## config.mk

```make
export PLATFORM = sky130hd
export DESIGN_NAME = mirc_top
export DESIGN_NICKNAME = d
export VERILOG_FILES = /design/src/logic/mirc_pkg.sv /design/src/logic/mirc_top.sv
export VERILOG_INCLUDE_DIRS = /design/src /design/src/logic
export SDC_FILE = /design/constraint.sdc
export NUM_CORES = 1
export LEC_CHECK = 0
export BUFFER_PORTS_ARGS = -buffer_cell sky130_fd_sc_hd__buf_2
export CAP_MARGIN = 25
export CORE_ASPECT_RATIO = 0.5
export CORE_UTILIZATION = 47
export CTS_BUF_LIST = sky130_fd_sc_hd__clkbuf_4 sky130_fd_sc_hd__clkbuf_8
export CTS_CLUSTER_SIZE = 25
export DETAILED_ROUTE_END_ITERATION = 12
export SYNTH_ARGS = -nofsm -noshare
export SYNTH_HDL_FRONTEND = slang
export SYNTH_SLANG_ARGS = --single-unit
export TNS_END_PERCENT = 20
```

## constraint.sdc

```tcl
create_clock -name core_clk -period 5.11 [get_ports core_clk]
set_input_delay 0.511 -clock core_clk [delete_from_list [all_inputs] [get_ports core_clk]]
set_output_delay 0.511 -clock core_clk [all_outputs]
set_load 0.005 [all_outputs]
```

## src/logic/mirc_defs.svh

```systemverilog
`ifndef MIRC_DEFS_SVH
`define MIRC_DEFS_SVH

// control block offsets, low address nibble above the jumper base
`define MIRC_OFS_EE_ADDR 4'h1
`define MIRC_OFS_EE_DATA 4'h2
`define MIRC_OFS_LOAD 4'h3

// storage locations walked by a load
`define MIRC_LOC_ADDR_FIRST 4'h1
`define MIRC_LOC_ADDR_LAST 4'h8
`define MIRC_LOC_IRQ_FIRST 4'h9
`define MIRC_LOC_IRQ_SHARED 4'hd

// status register alias above the first port
`define MIRC_STATUS_ALIAS 16'h0400

// host levels 2, 3, 5, 7, 10 and 11 as a bit mask
`define MIRC_IRQ_LEGAL_MASK 16'h0cac

// reset and erased values
`define MIRC_RST_PORT_ADDR 7'h00
`define MIRC_RST_IRQ 4'h0
`define MIRC_RST_EE_ADDR 4'h0
`define MIRC_RST_JUMPERS 7'h00
`define MIRC_EE_ERASED 8'hff

`endif

```

## src/logic/mirc_pkg.sv

```systemverilog
package mirc_pkg;
    // loader states, gray along idle -> load -> idle
    typedef enum logic [0:0] {
        mirc_st_idle = 1'b0,
        mirc_st_load = 1'b1
    } mirc_state_t;
endpackage

```

## src/logic/mirc_top.sv

```systemverilog
`timescale 1ns/100ps
`default_nettype none
`include "mirc_defs.svh"

// How it works
// - only levels 2,3,5,7,10,11 reach host
// - stored levels are copied into routing registers
// - channels A-D own lines, E-H share one
// - status register sits at port A plus 0x400
// - port addresses come from the storage
// - control block decoded at jumper base
// - levels at locations 9-C, shared at D
// - load at power-on and on load write
// - address byte is host A9..A3
module mirc_top
    import mirc_pkg::*;
(
    input wire logic core_clk,
    input wire logic resetn,
    input wire logic [15:0] io_addr,
    input wire logic io_wr_strobe,
    input wire logic io_rd_strobe,
    input wire logic [7:0] io_wdata,
    input wire logic [5:0] base_jumper_pins,
    input wire logic port_disable_pin,
    input wire logic [7:0] uart_irq,
    output logic [7:0] io_rdata,
    output logic io_rdata_oe,
    output logic [7:0] uart_sel,
    output logic [15:0] host_irq,
    output logic load_busy
);

    ////////////////////////////////////////////////////////////////////////////
    // helpers

    // true for the six levels the host bus may carry
    function automatic logic irq_legal(input logic [3:0] lvl);
        logic [15:0] mask;
        mask = `MIRC_IRQ_LEGAL_MASK;
        irq_legal = mask[lvl];
    endfunction

    ////////////////////////////////////////////////////////////////////////////
    // jumper synchroniser: three stages, accept when last two agree

    logic [6:0] jmp_s1_r; // first stage, read only by the second
    logic [6:0] jmp_s2_r;
    logic [6:0] jmp_s3_r;
    logic [6:0] jmp_r; // accepted jumper value
    wire [5:0] cb_base = jmp_r[5:0]; // control block A9..A4
    wire ports_off = jmp_r[6]; // ports hidden while set

    // jumpers are static, but filtering avoids a bounce mis-decoding
    always_ff @(posedge core_clk) begin
        if (!resetn) begin
            jmp_s1_r <= `MIRC_RST_JUMPERS;
            jmp_s2_r <= `MIRC_RST_JUMPERS;
            jmp_s3_r <= `MIRC_RST_JUMPERS;
            jmp_r <= `MIRC_RST_JUMPERS;
        end else begin
            jmp_s1_r <= {port_disable_pin, base_jumper_pins};
            jmp_s2_r <= jmp_s1_r;
            jmp_s3_r <= jmp_s2_r;
            if (jmp_s2_r == jmp_s3_r) begin
                jmp_r <= jmp_s3_r;
            end
        end
    end

    ////////////////////////////////////////////////////////////////////////////
    // control block decode

    wire cb_hit = (io_addr[15:10] == 6'h00) && (io_addr[9:4] == cb_base);
    wire [3:0] cb_ofs = io_addr[3:0];
    wire wr_ee_addr = io_wr_strobe && cb_hit && (cb_ofs == `MIRC_OFS_EE_ADDR);
    wire wr_ee_data = io_wr_strobe && cb_hit && (cb_ofs == `MIRC_OFS_EE_DATA);
    wire wr_load = io_wr_strobe && cb_hit && (cb_ofs == `MIRC_OFS_LOAD);
    wire rd_ee_addr = io_rd_strobe && cb_hit && (cb_ofs == `MIRC_OFS_EE_ADDR);
    wire rd_ee_data = io_rd_strobe && cb_hit && (cb_ofs == `MIRC_OFS_EE_DATA);

    ////////////////////////////////////////////////////////////////////////////
    // configuration storage

    logic [3:0] ee_addr_r; // storage pointer
    logic [7:0] ee_mem [16]; // non-volatile bytes, no reset on purpose
    logic [15:0] ee_valid_r; // location written since reset

    // storage contents survive reset, so the array has no reset branch
    always_ff @(posedge core_clk) begin
        if (wr_ee_data) begin
            ee_mem[ee_addr_r] <= io_wdata;
        end
    end

    // pointer and written flags; unwritten bytes are never loaded
    always_ff @(posedge core_clk) begin
        if (!resetn) begin
            ee_addr_r <= `MIRC_RST_EE_ADDR;
            ee_valid_r <= 16'h0000;
        end else begin
            if (wr_ee_addr) begin
                ee_addr_r <= io_wdata[3:0];
            end
            if (wr_ee_data) begin
                ee_valid_r[ee_addr_r] <= 1'b1;
            end
        end
    end

    ////////////////////////////////////////////////////////////////////////////
    // loader: walks locations 1..d, one per cycle

    mirc_state_t state_r;
    logic [3:0] ld_idx_r; // location being copied
    logic [6:0] port_addr_r [8]; // port base A9..A3 per channel
    logic [3:0] irq_lvl_r [5]; // levels for A, B, C, D and shared E-H
    wire ld_live = (state_r == mirc_st_load) && ee_valid_r[ld_idx_r];
    wire ld_is_addr = (ld_idx_r <= `MIRC_LOC_ADDR_LAST);
    wire [2:0] ld_ch = 3'(ld_idx_r - `MIRC_LOC_ADDR_FIRST);
    wire [2:0] ld_grp = 3'(ld_idx_r - `MIRC_LOC_IRQ_FIRST);

    assign load_busy = state_r; // straight from the state flop

    // state and walk pointer; a load write restarts a walk in progress
    always_ff @(posedge core_clk) begin
        if (!resetn) begin
            state_r <= mirc_st_load;
            ld_idx_r <= `MIRC_LOC_ADDR_FIRST;
        end else if (wr_load) begin
            state_r <= mirc_st_load;
            ld_idx_r <= `MIRC_LOC_ADDR_FIRST;
        end else begin
            unique case (state_r)
                mirc_st_idle: begin
                    ld_idx_r <= `MIRC_LOC_ADDR_FIRST;
                end
                mirc_st_load: begin
                    if (ld_idx_r == `MIRC_LOC_IRQ_SHARED) begin
                        state_r <= mirc_st_idle;
                    end
                    ld_idx_r <= 4'(ld_idx_r + 4'h1);
                end
            endcase
        end
    end

    // copy one stored byte into the active routing registers
    always_ff @(posedge core_clk) begin
        if (!resetn) begin
            for (int i = 0; i < 8; i++) begin
                port_addr_r[i] <= `MIRC_RST_PORT_ADDR;
            end
            for (int g = 0; g < 5; g++) begin
                irq_lvl_r[g] <= `MIRC_RST_IRQ; // unrouted until loaded
            end
        end else if (ld_live) begin
            if (ld_is_addr) begin
                port_addr_r[ld_ch] <= ee_mem[ld_idx_r][6:0];
            end else begin
                irq_lvl_r[ld_grp] <= ee_mem[ld_idx_r][3:0];
            end
        end
    end

    ////////////////////////////////////////////////////////////////////////////
    // port and status decode

    logic [7:0] port_hit;
    wire [15:0] stat_addr = 16'({6'h00, port_addr_r[0], 3'h0} + `MIRC_STATUS_ALIAS);
    wire stat_rd = io_rd_strobe && (io_addr == stat_addr);

    // A10 and up must be zero, which keeps the alias off channel A
    always_comb begin
        for (int c = 0; c < 8; c++) begin
            port_hit[c] = (io_addr[15:10] == 6'h00)
                && (io_addr[9:3] == port_addr_r[c]);
        end
    end

    // pending groups: four own lines, one shared by E-H
    wire [4:0] grp_pend = {|uart_irq[7:4], uart_irq[3:0]};
    logic [15:0] host_irq_nxt;

    // a group with an illegal level drives nothing at all
    always_comb begin
        host_irq_nxt = 16'h0000;
        for (int g = 0; g < 5; g++) begin
            if (grp_pend[g] && irq_legal(irq_lvl_r[g])) begin
                host_irq_nxt[irq_lvl_r[g]] = 1'b1;
            end
        end
    end

    wire [7:0] rdata_nxt = stat_rd ? uart_irq
        : rd_ee_addr ? {4'h0, ee_addr_r}
        : (rd_ee_data && ee_valid_r[ee_addr_r]) ? ee_mem[ee_addr_r]
        : rd_ee_data ? `MIRC_EE_ERASED
        : 8'h00;
    wire rdata_oe_nxt = stat_rd || rd_ee_addr || rd_ee_data;
    wire [7:0] sel_nxt = (io_rd_strobe || io_wr_strobe) && !ports_off ? port_hit : 8'h00;

    // registered outputs, one cycle behind the bus strobe
    always_ff @(posedge core_clk) begin
        if (!resetn) begin
            io_rdata <= 8'h00;
            io_rdata_oe <= 1'b0;
            uart_sel <= 8'h00;
            host_irq <= 16'h0000;
        end else begin
            io_rdata <= rdata_nxt;
            io_rdata_oe <= rdata_oe_nxt;
            uart_sel <= sel_nxt;
            host_irq <= host_irq_nxt;
        end
    end
endmodule
`default_nettype wire

```

==> results_dict.tcl, run 1 <==
set metrics [dict create \
    r2r_start "ld_idx_r[3]" \
    grtUsageTotal 0.238 \
    synthFlopType "edfxtp_1" \
    min_period_ns 3.11 \
    arrival_ns 3.35 \
    clock_path_buffers 3 \
    report.power.total_mw 4.98 \
    numCtsBuffers 43 \
    wl_met2_mm 14.8 \
    p_leak_nw 5.14 \
    dp_hpwl_mm 22.3 \
    viasPerCell 5.77 \
    postCtsSetupBuffers 0 \
    synth_area_mm2 0.0130 \
    crit_type "flop to flop" \
    ys_ff_latch 294 \
    detail_route.first_pass.iterations 6 \
    rows 42 \
    fin_skew_ns 0.0334 \
    utilization 0.548 \
    crit_path_start_kind "flop" \
    nets 1090 \
    vdd_ir_drop_max_uv 343 \
    p_per_area_mw_per_mm2 340 \
    grt_pass1_wl_mm 49.4 \
    clk_pin_slew_worst_paths_ns 0.07 \
    drt_wl_total_mm 32.8 \
    finalSetupTns_ns 0 \
    hold_start "base_jumper_pins[4]" \
    mostFrequentLayoutCells "edfxtp_1 (204), nor2_1 (118), dfxtp_1 (89)" \
    worstPathRequired_ns 5.35 \
    layout_commonest_cell "edfxtp_1" \
    setup_viol 0 \
    start_util 0.484 \
    grt_pass1_vias 8092 \
    die_x_um 237 \
    worstSetupEndpointType "flop" \
    worst_slew_pin_slew_ns 1.07 \
    m1WireLength_mm 14.4 \
    cap_violations 0 \
    cp_max_fo 19 \
    cts_hold_buffers 0 \
    drc 0 \
    fmax_mhz 322 \
    antenna_found_initial 0 \
    die_area_mm2 0.0283 \
    ys_seq_area_frac 0.612 \
    first_iter_violations 988 \
    synthArstFlopShare 0 \
    netlist_instances 953 \
    avgSynthCellArea_um2 13.6 \
    place_congestion 0.882 \
    num_vias 8251 \
    clkLatencyLatePin_ns 0.58 \
    cts_tree "done" \
    hold_path.class "input port to flop" \
    dr.max_layer_used "met4" \
    relSlewSlack 0.281 \
    timing.final.crit_share 0.608 \
    core-area_mm2 0.0267 \
    place_ws_ns 1.49 \
    cts_resized 0 \
    area_growth_pct 13.2 \
    finalHoldViolCount 0 \
    grt_max_degree 57 \
    ios 77 \
    rsz0062_at_grt "no" \
    clockRootBuffer "clkbuf_8" \
    cts.sinks 294 \
    globalRouteOverflowTotal 0 \
    post_drt_wl_per_cell_um 22.9 \
    synth.distinct_cells 60 \
    drive_gt1_frac 0.243 \
    cp-startpoint "ld_idx_r[3]" \
    cts_max_level 2 \
    ant_nets 0 \
    io_buffers 76 \
    die_y_um 119 \
    status "finished clean" \
    wl_met3_mm 2.67 \
    drv_slew 0 \
    synth_edf_count 204 \
    yosys_warnings 0 \
    setup_ws_ns 2.00 \
]
==> Yosys cell counts, types with 3 or more instances <==
cell | n | share of area
o21ai_1 | 7 | 0.0027
nor3_1 | 15 | 0.0058
xnor2_1 | 60 | 0.041
nand4_1 | 17 | 0.0082
and2_1 | 24 | 0.012
nand4b_1 | 3 | 0.0020
nor3_2 | 3 | 0.0023
o21ai_0 | 14 | 0.0054
a211oi_1 | 3 | 0.0017
a21oi_1 | 5 | 0.0019
o22ai_1 | 11 | 0.0053
nand2b_1 | 6 | 0.0029
a31oi_1 | 6 | 0.0029
nand3_1 | 40 | 0.015
inv_1 | 7 | 0.0020
nor2b_1 | 15 | 0.0072
a22o_2 | 4 | 0.0031
nor2_1 | 118 | 0.034
nand2_1 | 80 | 0.023
buf_1 | 4 | 0.0012
buf_2 | 9 | 0.0035
mux4_2 | 69 | 0.12
dfxtp_1 | 90 | 0.14
edfxtp_1 | 204 | 0.47
mux2i_1 | 26 | 0.020
nor4_1 | 5 | 0.0024
xor2_1 | 13 | 0.0088
clkbuf_1 | 41 | 0.012
ha_1 | 3 | 0.0029
nand3b_1 | 6 | 0.0035
a22o_1 | 9 | 0.0061
==> state kept, by name (all words and copies together), names as in the netlist, named ones only <==
| register | cells |
|---|---|
| jmp_s3_r | 7 |
| jmp_s1_r | 7 |
| uart_sel | 8 |
| ee_valid_r | 16 |
| io_rdata_oe | 1 |
| ld_idx_r | 4 |
| host_irq | 16 |
| irq_lvl_r | 20 |
| io_rdata | 8 |
| ee_addr_r | 4 |
| load_busy | 1 |
| ee_mem | 128 |
| jmp_r | 7 |
| port_addr_r | 56 |
| jmp_s2_r | 7 |
==> metrics by stage <==
| step | hold slack [ns] | cell area [um^2] | instances |
|---|---|---|---|
| floorplan | 0.412 | 13000 | 962 |
| CTS | 0.113 | 14600 | 1425 |
| global route | 0.130 | 14700 | 1429 |
| global placement | 0.420 | 13700 | 1346 |
| finish | 0.146 | 14700 | 1430 |
| detailed placement | 0.421 | 13700 | 1347 |
==> power breakdown <==
part / internal [mW] / switching (mW) / total, mW
sequential: 2.58 / 0.0211 / 2.60
clock: 1.09 / 0.895 / 1.98
combinational: 0.135 / 0.262 / 0.397
total: 3.80 / 1.18 / 4.98
==> worst max-delay path, cell delays in order, from the launching register on <==
cell      delay [ns]
dfxtp_1         0.77
clkinv_1        0.67
a221oi_1        0.58
nor3_1          0.19
nand2_1         0.28
nand2_1         0.28
==> area by class of cell <==
cell class	count	area, um^2
Multi-Input combinational cell	604	4810
Fill cell	2205	12100
Timing Repair Buffer	93	541
Clock buffer	68	836
Sequential cell	294	7930
Tap cell	352	440
Inverter	8	30.0
Clock inverter	10	71.3
Antenna cell	1	2.50
==> logic make-up (layout without fill, tap and decap cells) <==
group / count (synthesis) / count (layout) / synth area share
compound gates: 69 / 69 / 0.0361
xor+xnor: 73 / 73 / 0.0494
fa+ha+maj: 3 / 3 / 0.00290
buf+inv: 64 / 179 / 0.0203
flops: 294 / 294 / 0.612
mux: 95 / 95 / 0.140
other cells: 1 / 11 / 0.000289
simple gates: 354 / 354 / 0.139
==> per-layer routing <==
layer  track usage  vias up
li1              -     3726
met1         0.335     4101
met2         0.368      358
met3        0.0533       66
met4        0.0759        0
met5             0        -
==> worst paths after layout <==
path | to | slack (ns) | cells past startpoint
setup / recovery | port_addr_r[3][0] | 2.00 | 5
hold / removal | jmp_s1_r[4] | 0.15 | 2
setup reg to reg | port_addr_r[3][0] | 2.00 | 5
hold reg to reg | jmp_s2_r[5] | 0.43 | 1
(Power assumes the default switching activity.)
==> inputs of run 2 (changes only) <==
--- a/config.mk
+++ b/config.mk
@@ -6,6 +6,7 @@
 export SDC_FILE = /design/constraint.sdc
 export NUM_CORES = 1
 export LEC_CHECK = 0
+export ABC_AREA = 1
 export BUFFER_PORTS_ARGS = -buffer_cell sky130_fd_sc_hd__buf_2
 export CAP_MARGIN = 25
 export CORE_ASPECT_RATIO = 0.5
==> constraint.sdc (replaced) <==
create_clock -name core_clk -period 3.1 [get_ports core_clk]
set_input_delay 0.31 -clock core_clk [delete_from_list [all_inputs] [get_ports core_clk]]
set_output_delay 0.31 -clock core_clk [all_outputs]
set_load 0.005 [all_outputs]
==> run 2 against run 1 <==
  * Area after synthesis increased by 7.4%
  * Sequential share of layout area decreased by 4.2 points
  * Fmax increased by 24%
  * Cell area increased by 8.4%
  * Critical endpoint is now port_addr_r[3][1]
  * Largest cell class unchanged
==> results_dict.tcl, run 2 <==
set metrics [dict create \
    status "finished clean" \
    antenna_found_initial 0 \
    arrival_ns 2.83 \
    reg_top3 "ee_mem x128, port_addr_r x56, irq_lvl_r x20" \
    post_drt_wl_per_cell_um 19.1 \
    worst_slew_pin_slew_ns 0.708 \
    synth.distinct_cells 40 \
    design_area_mm2 0.0159 \
    place_congestion 0.948 \
    p_sw_frac 0.257 \
    cap_violations 0 \
    r2r_start "ld_idx_r[1]" \
    area_growth_pct 14.3 \
    n_antenna_cell 0 \
    r2r-end "port_addr_r[3][1]" \
    p_leak_nw 6.43 \
    clock_path_buffers 3 \
    numCtsBuffers 44 \
    power_frac_clock 0.400 \
    globalRouteOverflowTotal 0 \
    viasPerCell 5.50 \
    crit_chain "buf_4 > buf_4 > a21oi_1 > o21ai_0 > o21ai_0 > nand2_1 > nand2_1 > a21oi_1 > buf_4 > nor2_1" \
    layout_commonest_cell "nand2_1" \
    vdd_ir_drop_max_uv 293 \
    drv_slew 0 \
    rrSetupSlack_ns 0.59 \
    synth_area_mm2 0.0139 \
    utilization 0.547 \
    synth_edf_count 204 \
    cts.sinks 294 \
    die_area_mm2 0.0303 \
    placed_area_mm2 0.0148 \
    synth_xor_area_frac 0.0246 \
    synth_largest_area_cell "edfxtp_1" \
    die_x_um 245 \
    hold_start "io_addr[0]" \
    p_comb_frac 0.102 \
    max_stage_delay_ns 0.35 \
    rsz0062_at_grt "no" \
    cp_num_buf_inv 3 \
    min_period_ns 2.51 \
    drc 0 \
    synth-adder-area-share 0.00270 \
    grt_max_degree 83 \
    crit_family "buffers and inverters" \
    cp_max_fo 24 \
    fin_skew_ns 0.0171 \
    p_int_mw 6.45 \
    fmax_mhz 398 \
    ys_seq_area_frac 0.570 \
    nets 1740 \
    dp.cells 2028 \
    synth_commonest_cells "nand2_1 (361), edfxtp_1 (204), nor2_1 (190)" \
    worstRegToRegCells 10 \
    detail_route.first_pass.iterations 7 \
    crit_path_start_kind "flop" \
    dp_hpwl_mm 27.3 \
    hold_path.class "input port to flop" \
    crit_type "flop to flop" \
    grt_pass1_vias 10626 \
    cp_slowest_cell "buf_4" \
    p_sw_mw 2.23 \
    rows 44 \
    synthFlopType "edfxtp_1" \
    netlist_instances 1585 \
    netlist_top_cells_area "edfxtp_1 (44%), dfxtp_1 (13%), nand2_1 (9.7%)" \
    grt_pass1_wl_mm 60.9 \
    power_frac_seq 0.499 \
    synth_top_area_frac 0.440 \
    mostFrequentLayoutCells "nand2_1 (361), edfxtp_1 (204), nor2_1 (190)" \
    drt_wl_total_mm 40.6 \
    synth_compound_area_frac 0.0961 \
    avgSynthCellArea_um2 8.78 \
    core-area_mm2 0.0291 \
    clk_pin_slew_worst_paths_ns 0.07 \
    min_to "load_busy" \
    setup_viol 0 \
    synthMuxAreaShare 0 \
    ys_ff_latch 294 \
    report.power.total_mw 8.68 \
    yosys_warnings 0 \
    io_buffers 76 \
    crit_top_cell "buf_4" \
    cts_tree "done" \
    whs_path_depth 3 \
    synth_top_family_by_area "simple AND/OR/NAND/NOR gates" \
    start_util 0.479 \
    finalHoldViolCount 0 \
    num_vias 11669 \
    cts_max_level 2 \
    timing.final.crit_share 0.810 \
    p_per_area_mw_per_mm2 546 \
    finalSetupTns_ns 0 \
    postCtsSetupBuffers 0 \
    yosysMostFrequentCell "nand2_1" \
    worstPathRequired_ns 3.41 \
    first_iter_violations 1303 \
    top_register "ee_mem" \
    worstSetupEndpointType "flop" \
    grtUsageTotal 0.268 \
    drive_gt1_frac 0.145 \
    largest_register_ffs 128 \
    synthArstFlopShare 0 \
    synth_simple_gate_area_share 0.242 \
    relSlewSlack 0.526 \
    stdcell_count 2121 \
    die_y_um 124 \
    clkLatencyLatePin_ns 0.58 \
    clockRootBuffer "clkbuf_8" \
    ant_nets 0 \
    ios 77 \
]
==> run 2: per-layer routing <==
metal	share of wire	global-route usage	routed length [um]
met2	0.44	0.420	17900
met5	0	0	0
met1	0.44	0.381	17900
met3	0.095	0.0502	3870
met4	0.021	0.0742	848
==> run 2: what timing repair did <==
item	in CTS	in global routing
resized for setup	0	0
hold buffers	11	0
endpoints found under the setup margin	0	0
hold endpoints to repair	11	0
==> run 2: cell type report <==
| cell class | count | area (um^2) |
|---|---|---|
| clock buffers | 67 | 841 |
| multi-input cells | 1075 | 5120 |
| clock inverters | 15 | 125 |
| fillers | 2616 | 13200 |
| repair buffers | 132 | 841 |
| well taps | 391 | 489 |
| inverters | 147 | 552 |
| flip-flops and latches | 294 | 7930 |
==> run 2: worst max-delay path by stage <==
stage | start | end | slack (ns) | cells after the start
floorplan | ld_idx_r[0] | port_addr_r[5][0] | 0.69 | 9
global placement | io_addr[7] | ee_mem[13][6] | 0.63 | 11
detailed placement | io_addr[4] | ee_mem[12][0] | 0.63 | 11
CTS | ld_idx_r[0] | port_addr_r[3][4] | 0.65 | 7
global route | ld_idx_r[0] | port_addr_r[5][3] | 0.51 | 12
finish | ld_idx_r[1] | port_addr_r[3][1] | 0.59 | 10
==> run 2: cells by family (layout without fill, tap and decap cells) <==
kind of cell / after synthesis / after routing
AO/OA/AOI/OAI: 241 / 241
XOR/XNOR: 39 / 39
adder cells (fa/ha/maj): 3 / 3
buffers and inverters: 225 / 361
flip-flops: 294 / 294
other: 1 / 10
AND/OR/NAND/NOR: 782 / 782
==> run 2: power by group through the flow <==
stage / registers [mW] / clock network, mW / logic [mW]
after floorplan: 4.40 / 0 / 0.528
after global placement: 4.41 / 0 / 0.848
after detailed placement: 4.41 / 0 / 0.859
after CTS: 4.33 / 3.54 / 0.873
after global routing: 4.33 / 3.71 / 0.958
final: 4.33 / 3.47 / 0.884
==> run 2: worst reg2reg max path, delay by kind of cell, from the launching register on <==
kind | cells | cell delay (ns)
DFF | 1 | 0.34
AOI/OAI and AO/OA | 4 | 0.66
and+or+nand+nor | 3 | 0.31
buffers and inverters | 3 | 0.94
==> run 2: through the flow <==
stage / setup WS, ns / hold slack [ns]
floorplan: 0.692 / 0.390
detailed placement: 0.626 / 0.399
global route: 0.513 / 0.0714
finish: 0.590 / 0.0883
global placement: 0.630 / 0.405
CTS: 0.651 / 0.0477
